## src/rtl/fp_regs_defs.vh

```
// Constants for the floating-point status/control and unit-control registers.
// Included by fp_status_control_regs.v; definitions only.
`ifndef FP_REGS_DEFS_VH
`define FP_REGS_DEFS_VH

// Register select codes on the coprocessor move port
`define SEL_STATUS_CTRL   1'h0
`define SEL_UNIT_CTRL     1'h1

// Status/control field positions
`define SC_NEG            31
`define SC_ZERO           30
`define SC_CARRY          29
`define SC_OVFL           28
`define SC_SAT            27
`define SC_AHP            26
`define SC_DNAN           25
`define SC_FLUSH          24
`define SC_RND_HI         23
`define SC_RND_LO         22
`define SC_STR_HI         21
`define SC_STR_LO         20
`define SC_LEN_HI         18
`define SC_LEN_LO         16
`define SC_IDC            7
`define SC_EXC_HI         4
`define SC_EXC_LO         0

// Writable bits of status/control; reserved bits read as zero
`define SC_WMASK          32'hfff7009f

// Unit-control field positions
`define UC_ASYNC          31
`define UC_EN             30
`define UC_DEX            29

// Reset values
`define SC_RESET          32'h00000000
`define UC_RESET          3'h0
`define ZERO_WORD         32'h00000000
`define FLAG_CLEAR        1'h0
`define FLAG_SET          1'h1
`define COND_RESET        4'h0
`define STRIDE_RESET      2'h0
`define LEN_RESET         3'h0
`define EXC_RESET         6'h00
`define EXPORT_RESET      7'h00

// Index of each cumulative flag inside the six-flag group
`define EXC_IDX_IDC       5
`define EXC_IDX_HI        4
`define EXC_IDX_LO        0

// Rounding codes
`define RND_NEAREST       2'h0
`define RND_PLUS          2'h1
`define RND_MINUS         2'h2
`define RND_ZERO          2'h3

// Exported flag width: saturation, input denormal, five exception flags
`define EXPORT_W          7

`endif

```

## src/rtl/fp_status_control_regs.v

```verilog
// Status/control and unit-control registers of a floating-point/SIMD coprocessor.
// Assumes the core decodes coprocessor moves and supplies privilege, security and
// access-control state on the same clock; arithmetic units read the effective modes.
//
// Function
// - Comparison result writes less, equal, carry, unordered flags into bits 31..28.
// - Saturation bit 27 sets on SIMD saturation, stays until software writes zero.
// - Bit 26 picks IEEE half format at 0, alternative format at 1.
// - Bit 25 at 1 gives default NaN for scalar ops; 0 propagates NaNs.
// - SIMD arithmetic always uses default NaN regardless of bit 25.
// - Bit 24 at 1 enables scalar flush-to-zero; 0 gives full IEEE behaviour.
// - SIMD arithmetic always flushes to zero regardless of bit 24.
// - Bits 23:22 select scalar rounding: nearest, plus, minus, zero.
// - SIMD arithmetic always rounds to nearest.
// - Stride bits 21:20 are stored only and affect nothing.
// - Non-zero length field 18:16 makes scalar data-processing instructions trap.
// - Sticky exception flags at bits 7 and 4:0 accumulate until written.
// - Bits 27, 7 and 4:0 are driven continuously on an output port.
// - Unit-control bit 31 reads zero and ignores writes.
// - Unit-control bit 30 disables both extensions at 0, enables at 1.
// - Reset clears the enable bit.
// - Scalar op with non-zero length sets trap flag bit 29 and traps.
// - Reset clears the trap flag.
// - Unit-control access only privileged and with coprocessor 10/11 access enabled.
// - Non-secure unit-control access needs both non-secure permission bits set.
`timescale 1ns/1ps
`include "fp_regs_defs.vh"

module fp_status_control_regs (
  // Clock and reset
  input  wire                   clock,
  input  wire                   reset,
  // Coprocessor move port
  input  wire                   moveValid,
  input  wire                   moveWrite,
  input  wire                   moveSel,
  input  wire [31:0]            moveWdata,
  output reg  [31:0]            moveRdata,
  output reg                    moveDone,
  output reg                    moveUndef,
  // Core access state
  input  wire                   privileged,
  input  wire                   nonSecure,
  input  wire                   coprocTen,
  input  wire                   coprocEleven,
  input  wire                   nsCoprocTen,
  input  wire                   nsCoprocEleven,
  // Comparison result
  input  wire                   cmpValid,
  input  wire                   cmpLess,
  input  wire                   cmpEqual,
  input  wire                   cmpUnordered,
  // Arithmetic event reports
  input  wire                   satEvent,
  input  wire [`EXPORT_W-2:0]   excEvent,
  // Scalar instruction issue
  input  wire                   scalarIssue,
  output reg                    scalarTrap,
  // Effective modes for the arithmetic units
  output reg                    unitEnable,
  output reg                    altHalfFormatSel,
  output reg                    scalarDefaultNan,
  output reg                    scalarFlush,
  output reg  [1:0]             scalarRound,
  output reg                    simdDefaultNan,
  output reg                    simdFlush,
  output reg  [1:0]             simdRound,
  // Exported sticky flags
  output reg  [`EXPORT_W-1:0]   stickyFlagsOut
);

  // Move decode and effective request strobes
  wire        selStatus;
  wire        selUnit;
  wire        unitAccessOk;
  wire        statusAccessOk;
  wire        wrStatus;
  wire        wrUnit;
  wire        rdStatus;
  wire        rdUnit;
  wire        refused;
  wire [31:0] wdataMasked;
  wire        cmpTaken;
  wire        satTaken;
  wire [5:0]  excTaken;
  wire        lenNonZero;
  wire        trapNow;
  wire [31:0] statusCtrlRead;
  wire [31:0] unitCtrlRead;

  // Status/control fields
  reg  [3:0]  condFlags_reg;
  reg  [3:0]  condFlags_next;
  reg         satSticky_reg;
  reg         satSticky_next;
  reg         altHalf_reg;
  reg         altHalf_next;
  reg         defaultNan_reg;
  reg         defaultNan_next;
  reg         flush_reg;
  reg         flush_next;
  reg  [1:0]  round_reg;
  reg  [1:0]  round_next;
  reg  [1:0]  stride_reg;
  reg  [1:0]  stride_next;
  reg  [2:0]  vecLen_reg;
  reg  [2:0]  vecLen_next;
  reg  [5:0]  excSticky_reg;
  wire [5:0]  excSticky_next;

  // Unit-control fields
  reg         enable_reg;
  reg         enable_next;
  reg         syncTrap_reg;
  reg         syncTrap_next;

  // Coprocessor permission shared by both registers; non-secure callers
  // also need both non-secure permissions
  function coprocAllowed;
    input ten;
    input eleven;
    input ns;
    input nsTen;
    input nsEleven;
    begin
      coprocAllowed = ten & eleven & (~ns | (nsTen & nsEleven));
    end
  endfunction

  // Read view of the unit-control register
  function [31:0] unitView;
    input en;
    input sync_trap_flag;
    begin
      unitView = `ZERO_WORD;
      unitView[`UC_EN] = en;
      unitView[`UC_DEX] = sync_trap_flag;
    end
  endfunction

  // Read view of the status/control register; reserved bits stay zero
  function [31:0] statusView;
    input [3:0] cond;
    input       sat;
    input       alt_half_format_sel;
    input       dnan;
    input       fz;
    input [1:0] rnd;
    input [1:0] str;
    input [2:0] len;
    input [5:0] exc;
    begin
      statusView = `ZERO_WORD;
      statusView[`SC_NEG:`SC_OVFL] = cond;
      statusView[`SC_SAT] = sat;
      statusView[`SC_AHP] = alt_half_format_sel;
      statusView[`SC_DNAN] = dnan;
      statusView[`SC_FLUSH] = fz;
      statusView[`SC_RND_HI:`SC_RND_LO] = rnd;
      statusView[`SC_STR_HI:`SC_STR_LO] = str;
      statusView[`SC_LEN_HI:`SC_LEN_LO] = len;
      statusView[`SC_IDC] = exc[`EXC_IDX_IDC];
      statusView[`SC_EXC_HI:`SC_EXC_LO] = exc[`EXC_IDX_HI:`EXC_IDX_LO];
    end
  endfunction

  assign selStatus      = (moveSel == `SEL_STATUS_CTRL);
  assign selUnit        = (moveSel == `SEL_UNIT_CTRL);
  assign unitAccessOk   = privileged &
                          coprocAllowed(coprocTen, coprocEleven, nonSecure, nsCoprocTen, nsCoprocEleven);
  // Status access needs the unit enabled but not privilege
  assign statusAccessOk = enable_reg &
                          coprocAllowed(coprocTen, coprocEleven, nonSecure, nsCoprocTen, nsCoprocEleven);
  assign wrStatus       = moveValid & moveWrite & selStatus & statusAccessOk;
  assign wrUnit         = moveValid & moveWrite & selUnit & unitAccessOk;
  assign rdStatus       = moveValid & ~moveWrite & selStatus & statusAccessOk;
  assign rdUnit         = moveValid & ~moveWrite & selUnit & unitAccessOk;
  assign refused        = (selUnit & ~unitAccessOk) | (selStatus & ~statusAccessOk);
  assign wdataMasked    = moveWdata & `SC_WMASK;
  // Arithmetic reports are taken only while the unit is enabled
  assign cmpTaken       = cmpValid & enable_reg;
  assign satTaken       = satEvent & enable_reg;
  assign excTaken       = excEvent & {(`EXPORT_W-1){enable_reg}};
  assign lenNonZero     = |vecLen_reg;
  assign trapNow        = scalarIssue & enable_reg & lenNonZero;
  assign unitCtrlRead   = unitView(enable_reg, syncTrap_reg);
  assign statusCtrlRead = statusView(condFlags_reg, satSticky_reg, altHalf_reg, defaultNan_reg, flush_reg,
                                     round_reg, stride_reg, vecLen_reg, excSticky_reg);

  // Condition flags; a comparison overrides a same-cycle write
  always @* begin
    condFlags_next = condFlags_reg;
    if (wrStatus) begin
      condFlags_next = wdataMasked[`SC_NEG:`SC_OVFL];
    end
    if (cmpTaken) begin
      condFlags_next = {cmpLess, cmpEqual, ~cmpLess, cmpUnordered};
    end
  end

  // Saturation flag; saturation wins over a same-cycle clear
  always @* begin
    satSticky_next = satSticky_reg;
    if (wrStatus) begin
      satSticky_next = wdataMasked[`SC_SAT];
    end
    if (satTaken) begin
      satSticky_next = `FLAG_SET;
    end
  end

  // Mode and legacy fields change only by software writes
  always @* begin
    altHalf_next    = altHalf_reg;
    defaultNan_next = defaultNan_reg;
    flush_next      = flush_reg;
    round_next      = round_reg;
    stride_next     = stride_reg;
    vecLen_next     = vecLen_reg;
    if (wrStatus) begin
      altHalf_next    = wdataMasked[`SC_AHP];
      defaultNan_next = wdataMasked[`SC_DNAN];
      flush_next      = wdataMasked[`SC_FLUSH];
      round_next      = wdataMasked[`SC_RND_HI:`SC_RND_LO];
      stride_next     = wdataMasked[`SC_STR_HI:`SC_STR_LO];
      vecLen_next     = wdataMasked[`SC_LEN_HI:`SC_LEN_LO];
    end
  end

  // Cumulative exception flags; an event wins over a same-cycle clear
  genvar g;
  generate
    for (g = 0; g < `EXPORT_W-1; g = g + 1) begin : gen_exc_sticky
      localparam integer POS = (g == `EXC_IDX_IDC) ? `SC_IDC : (`SC_EXC_LO + g);
      assign excSticky_next[g] = (wrStatus ? wdataMasked[POS] : excSticky_reg[g]) | excTaken[g];
    end
  endgenerate

  // Unit-control fields; a trap wins over a same-cycle clear
  always @* begin
    enable_next   = enable_reg;
    syncTrap_next = syncTrap_reg;
    if (wrUnit) begin
      enable_next   = moveWdata[`UC_EN];
      syncTrap_next = moveWdata[`UC_DEX];
    end
    if (trapNow) begin
      syncTrap_next = `FLAG_SET;
    end
  end

  // Register state
  always @(posedge clock) begin
    if (reset) begin
      condFlags_reg  <= `COND_RESET;
      satSticky_reg  <= `FLAG_CLEAR;
      altHalf_reg    <= `FLAG_CLEAR;
      defaultNan_reg <= `FLAG_CLEAR;
      flush_reg      <= `FLAG_CLEAR;
      round_reg      <= `RND_NEAREST;
      stride_reg     <= `STRIDE_RESET;
      vecLen_reg     <= `LEN_RESET;
      excSticky_reg  <= `EXC_RESET;
      enable_reg     <= `FLAG_CLEAR;
      syncTrap_reg   <= `FLAG_CLEAR;
    end else begin
      condFlags_reg  <= condFlags_next;
      satSticky_reg  <= satSticky_next;
      altHalf_reg    <= altHalf_next;
      defaultNan_reg <= defaultNan_next;
      flush_reg      <= flush_next;
      round_reg      <= round_next;
      stride_reg     <= stride_next;
      vecLen_reg     <= vecLen_next;
      excSticky_reg  <= excSticky_next;
      enable_reg     <= enable_next;
      syncTrap_reg   <= syncTrap_next;
    end
  end

  // Move answer one cycle after the request; refused moves read zero
  always @(posedge clock) begin
    if (reset) begin
      moveRdata <= `ZERO_WORD;
      moveDone  <= `FLAG_CLEAR;
      moveUndef <= `FLAG_CLEAR;
    end else begin
      moveDone  <= moveValid;
      moveUndef <= moveValid & refused;
      if (rdUnit) begin
        moveRdata <= unitCtrlRead;
      end else if (rdStatus) begin
        moveRdata <= statusCtrlRead;
      end else begin
        moveRdata <= `ZERO_WORD;
      end
    end
  end

  // Scalar modes, enable and exported flags follow the next register values; SIMD modes are constant
  always @(posedge clock) begin
    if (reset) begin
      scalarTrap       <= `FLAG_CLEAR;
      unitEnable       <= `FLAG_CLEAR;
      altHalfFormatSel <= `FLAG_CLEAR;
      scalarDefaultNan <= `FLAG_CLEAR;
      scalarFlush      <= `FLAG_CLEAR;
      scalarRound      <= `RND_NEAREST;
      simdDefaultNan   <= `FLAG_SET;
      simdFlush        <= `FLAG_SET;
      simdRound        <= `RND_NEAREST;
      stickyFlagsOut   <= `EXPORT_RESET;
    end else begin
      scalarTrap       <= trapNow;
      unitEnable       <= enable_next;
      altHalfFormatSel <= altHalf_next;
      scalarDefaultNan <= defaultNan_next;
      scalarFlush      <= flush_next;
      scalarRound      <= round_next;
      simdDefaultNan   <= `FLAG_SET;
      simdFlush        <= `FLAG_SET;
      simdRound        <= `RND_NEAREST;
      stickyFlagsOut   <= {satSticky_next, excSticky_next};
    end
  end

endmodule // fp_status_control_regs

```

## config.mk

```make
export PLATFORM = sky130hd
export DESIGN_NAME = fp_status_control_regs
export DESIGN_NICKNAME = d
export VERILOG_FILES = /design/src/rtl/fp_status_control_regs.v
export VERILOG_INCLUDE_DIRS = /design/src /design/src/rtl
export SDC_FILE = /design/constraint.sdc
export NUM_CORES = 1
export LEC_CHECK = 0
export BUFFER_PORTS_ARGS = -buffer_cell sky130_fd_sc_hd__buf_2
export CELL_PAD_IN_SITES_DETAIL_PLACEMENT = 0
export CELL_PAD_IN_SITES_GLOBAL_PLACEMENT = 1
export CORE_ASPECT_RATIO = 1.75
export CORE_MARGIN = 2
export CORE_UTILIZATION = 34
export DETAILED_ROUTE_END_ITERATION = 16
export PLACE_DENSITY_LB_ADDON = 0.12
export RECOVER_POWER = 50
export SYNTH_ARGS = -nofsm -noshare
export SYNTH_HDL_FRONTEND = slang
export SYNTH_SLANG_ARGS = --single-unit
```

## constraint.sdc

```tcl
create_clock -name clock -period 1.96 [get_ports clock]
set_input_delay 0.098 -clock clock [delete_from_list [all_inputs] [get_ports clock]]
set_output_delay 0.098 -clock clock [all_outputs]
set_load 0.1 [all_outputs]
```

==> results of run 1 <==
==> layer usage <==
layer  global-route usage (%)  routed length, µm  up-vias
met1                    19.12               2023      783
met2                    26.82               2533       64
met3                    2.985                272        7
met5                        0                  0        -
li1                         -                  -      861
met4                    6.832                129        0
==> cells in the mapped netlist (all sizes together), types with 2 or more instances <==
| library cell | instances | area, µm² |
|---|---|---|
| dfxtp | 47 | 940.9 |
| buf | 23 | 167.7 |
| and2 | 19 | 118.9 |
| a21oi | 18 | 90.09 |
| o31ai | 16 | 120.1 |
| nand4 | 15 | 100.1 |
| clkbuf | 9 | 33.78 |
| a211oi | 8 | 60.06 |
| a221oi | 7 | 61.31 |
| nor2 | 7 | 26.28 |
| a311oi | 3 | 26.28 |
| nand2 | 3 | 11.26 |
| a31oi | 2 | 12.51 |
| conb | 2 | 7.510 |
| nand2b | 2 | 12.51 |
| or4b | 2 | 20.02 |
==> cells by family (layout without fill, tap and decap cells) <==
family	after synthesis	in the layout	share of synthesized area, %
AO/OA/AOI/OAI	59	59	21.52
AND/OR/NAND/NOR	55	55	18.56
flip-flops	47	47	48.45
buffers and inverters	33	99	10.57
other	2	15	0.3867
multiplexers	1	1	0.5155
==> worst paths after layout <==
kind	start	to
hold reg to reg	stride_reg[1]$_SDFFE_PP0P_	moveRdata[21]$_SDFF_PP0_
hold / removal	moveWdata[25]	scalarDefaultNan$_SDFFE_PP0P_
setup reg to reg	unitEnable$_SDFFE_PP0P_	vecLen_reg[2]$_SDFFE_PP0P_
setup / recovery	stickyFlagsOut[5]$_SDFF_PP0_	stickyFlagsOut[5]
==> final cells by class <==
cell class	instances	area (µm²)	area share (%)
Multi-Input combinational cell	130	839.6	34.43
Timing Repair Buffer	90	421.7	17.29
Clock buffer	5	68.82	2.822
Sequential cell	47	942.2	38.64
Inverter	1	3.754	0.1539
Clock inverter	3	67.56	2.771
Tap cell	76	95.09	3.899
==> worst reg2reg max path: cells and delay by family, from the launching register on <==
kind / cells / cell delay [ns]
buffers and inverters: 2 / 0.58
AND/OR/NAND/NOR: 2 / 0.38
AO/OA/AOI/OAI: 1 / 0.16
flip-flops: 1 / 0.35
==> where the power goes <==
group          total [mW]  internal (mW)  leakage (nW)  switching (mW)
combinational       0.254         0.0455         0.481           0.208
clock               0.841          0.509        0.0644           0.332
sequential          0.958          0.957         0.379         0.00139
==> stage by stage <==
stage / instance area, µm² / utilization (%) / power, mW
after global routing: 2439 / 44.02 / 2.119
after global placement: 2361 / 42.62 / 1.237
after floorplan: 1992 / - / 1.193
after detailed placement: 2361 / 42.62 / 1.237
final: 2439 / 44.02 / 2.053
after CTS: 2497 / 45.08 / 2.070
==> reports/metrics.csv, run 1 <==
stage,metric,value,unit
floorplanning,core_region_area,5540,µm²
cells_and_area,final_cell_mix,"dfxtp_1, buf_2, clkbuf_1",
clocking,cts_resized,0,
global_route,grt_pass1_vias,1627,
synthesis,synth_flop_cell,dfxtp_1,
sta,skew,0.007834,ns
drt,drc_errors,0,
sta,fmaxAchievable,0.6048,GHz
synthesis,ys_ff_latch,47,
min_path,hold_class,in2reg,
power_and_ir_drop,power_density,841.8,nW/µm²
drt,wl_per_cell,14.09,µm
clocking,cts-buffers-inserted,5,
cells_and_area,finalNetCount,330,
drt,via_per_inst,4.872,
drt,ant_nets,0,
worst_setup_path,cp.arrival,1.56,ns
synthesis,synth_area_per_cell,9.857,µm²
cells_and_area,final_cell_count_no_fill,352,
clocking,worstSkewPairLatency,0.30,ns
global_route,globalRouteTotalUtil,16.06,%
power_and_ir_drop,leakagePower,0.9251,nW
floorplanning,die-height,104.0,µm
cells_and_area,antenna_cells,0,
sta,slew-limit-headroom,19.86,%
global_route,grt_overflow,0,
worst_setup_path,start_kind,flip-flop,
placement,portBuffers,80,
synthesis,syn_area,1942,µm²
drt,vias,1715,
placement,gp_congestion,0.7743,
placement,pre_cts_ws,0.5894,ns
cells_and_area,largest_register_ffs,21,
power_and_ir_drop,peakVddDrop,0.4225,mV
sta,slew_viol_final,0,
synthesis,yosysWarnings,0,
clocking,hold_buffers,0,
floorplanning,rows,36,
placement,hpwl,3670,µm
clocking,numClockSinks,47,
worst_setup_path,crit_path_max_incr_delay,0.88,ns
worst_setup_path,cp.required,1.86,ns
sta,worstMarginPinSlew,1.207,ns
synthesis,synth_async_sr_flop_share,0,%
floorplanning,pin_count,107,
worst_setup_path,worstSetupPathDepth,1,
floorplanning,die_area,6356,µm²
synthesis,yosysSeqAreaShare,48.45,%
placement,dp.cells,344,
worst_setup_path,worst_setup_path_end_kind,primary output,
sta,min_period_over_period,84.35,%
drt,wl,4959,µm
synthesis,synth_edf_count,0,
sta,tns,0,ns
global_route,grt_pass1_wl,7728,µm
clocking,cts_setup_buffers,0,
sta,rsz0062_at_grt,no,
synthesis,synth_cell_types,33,
sta,setup_viol,0,
clocking,root_buffer,clkbuf_8,
synthesis,netlist_instances,197,
outcome,run_status,completed,
clocking,cts_tree,built,
cells_and_area,syn2layout_area_growth,25.58,%
global_route,grt_max_degree,26,
worst_setup_path,cp_cell_sequence,clkbuf_1,
sta,hold_viol_final,0,
cells_and_area,fillers,601,
worst_setup_path,r2r_setup_slack,0.41,ns
worst_setup_path,critPathMaxFanout,3,
worst_setup_path,cp_top_family,buffers and inverters,
sta,min_period,1.653,ns
drt,firstDrtPassIters,4,
drt,drtIter0Drc,19,
cells_and_area,final_layout_size_suffix_gt1_share,23.55,%
clocking,cts_buffer_depth,2,
worst_setup_path,critPathKind,reg2out,
run,maxCapViolations,0,
clocking,clkTransAtPathRegs,0.09,ns
sta,setup_ws,0.3067,ns
worst_setup_path,cp_num_buf_inv,1,
sta,timing.hold.ws,0.04584,ns
worst_setup_path,slowest_stage,clkbuf_1,
min_path,whs_path_depth,3,
cells_and_area,final_common_cell,dfxtp_1,
worst_setup_path,worstRegToRegCells,5,
floorplanning,die_w,61.13,µm
floorplanning,start_util,35.05,%
clocking,cts-htree-levels,2,
global_route,antenna_found_initial,0,
(Power assumes the default switching activity.)
==> run 2, diff against run 1 <==
- ABC_AREA: default -> 1
- CORE_UTILIZATION: 34 -> 27
- clock period: 1.96 -> 1.4 ns (I/O delays scaled with it)
==> run 2 against run 1 <==
Effect of this change:
- sequential cell count unchanged
- count of clock-buffer cells in the layout up 2
- sequential share of layout area down 0.87 points
- non-clock buffer count down 2
- clock power up 37%
- area after synthesis down 1.4%
- global-route usage down 2.7 points
==> reports/metrics.csv, run 2 <==
stage,metric,value,unit
outcome,run_status,completed,
cells_and_area,utilization,36.48,%
cells_and_area,finalNetCount,378,
worst_setup_path,cp_cell_sequence,"buf_4, buf_12",
sta,rsz0062_at_grt,no,
synthesis,synth_cell_types,22,
worst_setup_path,critPathMaxFanout,22,
floorplanning,die-height,115.4,µm
global_route,grt_use_met1,14.12,%
synthesis,synth_area_per_cell,7.948,µm²
placement,placed_area,2351,µm²
sta,setup_ws,0.1808,ns
synthesis,yosysTopAreaCell,dfxtp_1,
clocking,numClockSinks,47,
global_route,grt_overflow,0,
worst_setup_path,start_kind,flip-flop,
drt,ant_nets,0,
synthesis,synthAdderAreaFrac,0,%
synthesis,yosysSeqAreaShare,49.12,%
global_route,met3_usage,3.495,%
drt,vias,1722,
worst_setup_path,worst_setup_path_end_kind,primary output,
placement,portBuffers,80,
sta,slew-limit-headroom,63.56,%
clocking,cts_resized,0,
floorplanning,rows,40,
cells_and_area,final_area,2501,µm²
global_route,grt_pass1_vias,1593,
floorplanning,die_area,7811,µm²
synthesis,yosysWarnings,0,
synthesis,ys_ff_latch,47,
cells_and_area,multi_input_area,709.4,µm²
sta,timing.hold.ws,0.03520,ns
worst_setup_path,timing.rr.start,unitEnable$_SDFFE_PP0P_,
worst_setup_path,cp.arrival,1.15,ns
synthesis,netlist_instances,241,
synthesis,synth_flop_cell,dfxtp_1,
sta,worstMarginPinSlew,0.5490,ns
drt,wl_per_cell,12.12,µm
min_path,min_from,moveValid,
worst_setup_path,crit_path_start,unitEnable$_SDFFE_PP0P_,
power_and_ir_drop,finalPower,2.840,mW
cells_and_area,antenna_cells,0,
sta,min_period,1.219,ns
run,maxCapViolations,0,
cells_and_area,largest_register_ffs,21,
min_path,hold_class,in2reg,
sta,skew,0.003435,ns
cells_and_area,final_layout_size_suffix_gt1_share,31.48,%
clocking,cts-buffers-inserted,5,
synthesis,synthXorXnorAreaFrac,0,%
cells_and_area,final_cell_count_no_fill,408,
worst_setup_path,critPathKind,reg2out,
drt,firstDrtPassIters,4,
global_route,gr-usage-met2,23.66,%
drt,via_per_inst,4.221,
global_route,grt_max_degree,23,
clocking,clkTransAtPathRegs,0.06,ns
synthesis,synth.area.top_cells,"dfxtp_1, nand2_1, buf_4",
synthesis,syn_area,1916,µm²
synthesis,synth_async_sr_flop_share,0,%
global_route,antenna_found_initial,0,
synthesis,synth_top_family_by_area,simple AND/OR/NAND/NOR gates,
cells_and_area,final_common_cell,buf_2,
sta,min_period_over_period,87.09,%
clocking,cts_buffer_depth,2,
clocking,hold_buffers,0,
synthesis,synth_compound_area_share,8.687,%
floorplanning,pin_count,107,
sta,hold_viol_final,0,
worst_setup_path,slowest_stage,dfxtp_4,
drt,drc_errors,0,
worst_setup_path,cp_num_buf_inv,2,
clocking,cts_setup_buffers,0,
drt,drtIter0Drc,50,
worst_setup_path,cp_top_family,buffers and inverters,
sta,fmaxAchievable,0.8202,GHz
floorplanning,start_util,27.94,%
worst_setup_path,crit_path_max_incr_delay,0.37,ns
floorplanning,core_region_area,6857,µm²
placement,dp.cells,399,
sta,slew_viol_final,0,
synthesis,synthSimpleGateAreaFrac,25.41,%
global_route,grt_pass1_wl,7596,µm
sta,setup_viol,0,
cells_and_area,ff_latch_area,944.7,µm²
global_route,globalRouteTotalUtil,13.38,%
placement,hpwl,3696,µm
cells_and_area,fillers,774,
synthesis,synth_top_area_share,49.12,%
synthesis,synth_edf_count,0,
sta,tns,0,ns
synthesis,muxShareOfSynthArea,0,%
clocking,worstSkewPairLatency,0.29,ns
cells_and_area,final_cell_mix,"buf_2, nand2_1, dfxtp_1",
placement,pre_cts_ws,0.1066,ns
power_and_ir_drop,peakVddDrop,0.4407,mV
floorplanning,die_w,67.67,µm
drt,wl,4944,µm
power_and_ir_drop,leakagePower,1.221,nW
power_and_ir_drop,power_density,1135,nW/µm²
clocking,cts_tree,built,
clocking,cts-htree-levels,2,
global_route,grt-busiest-layer,met2,
cells_and_area,syn2layout_area_growth,30.57,%
synthesis,synthTopCellsByCount,"dfxtp_1, nand2_1, inv_1, nor2_1, buf_4",
placement,gp_congestion,0.7501,
worst_setup_path,cp.required,1.33,ns
clocking,root_buffer,clkbuf_16,
run 2: changes by cell type after synthesis, moves of 3 or more:
cell,delta
o21ai_1,+10
clkbuf_1,-9
nand2_1,+44
nand3_1,+11
a211oi_1,-8
inv_1,+31
nor2_1,+17
a221oi_1,-7
a311oi_1,-3
and2_1,-19
o31ai_1,-16
run 2: worst min-delay path, stage by stage:
cell and delay (ns):
buf_2 0.11, inv_1 0.05, nor2_1 0.04
run 2: where the power goes:
group | switching (mW) | internal (mW)
Combinational | 0.283 | 0.0683
Clock | 0.487 | 0.660
Sequential | 0.00169 | 1.34
Total | 0.772 | 2.07
run 2: cell families after synthesis:
logic type / after synthesis
other cells: 2
compound gates: 30
simple gates: 103
flops: 47
buf+inv: 59
run 2: path summary, 6_finish.rpt:
check | end | slack [ns] | depth (start not counted)
worst max-delay path | unitEnable | 0.18 | 2
worst min-delay path | moveDone$_SDFF_PP0_ | 0.04 | 3
worst max register to register | vecLen_reg[1]$_SDFFE_PP0P_ | 0.21 | 4
worst min register to register | moveRdata[28]$_SDFF_PP0_ | 0.43 | 2
run 2: cell type report:
| class | instances | area share (%) |
|---|---|---|
| Clock buffer | 7 | 5.303 |
| Timing Repair Buffer | 88 | 19.21 |
| Clock inverter | 1 | 0.2001 |
| Tap cell | 84 | 4.202 |
| Sequential cell | 47 | 37.77 |
| Multi-Input combinational cell | 148 | 28.36 |
| Inverter | 33 | 4.952 |
run 2: layer usage:
layer  vias to the layer above  part of all wire (%)
met2                        73                    52
met4                         0                   2.7
met5                         -                     0
met1                       755                    38
li1                        887                     -
met3                         7                   7.7
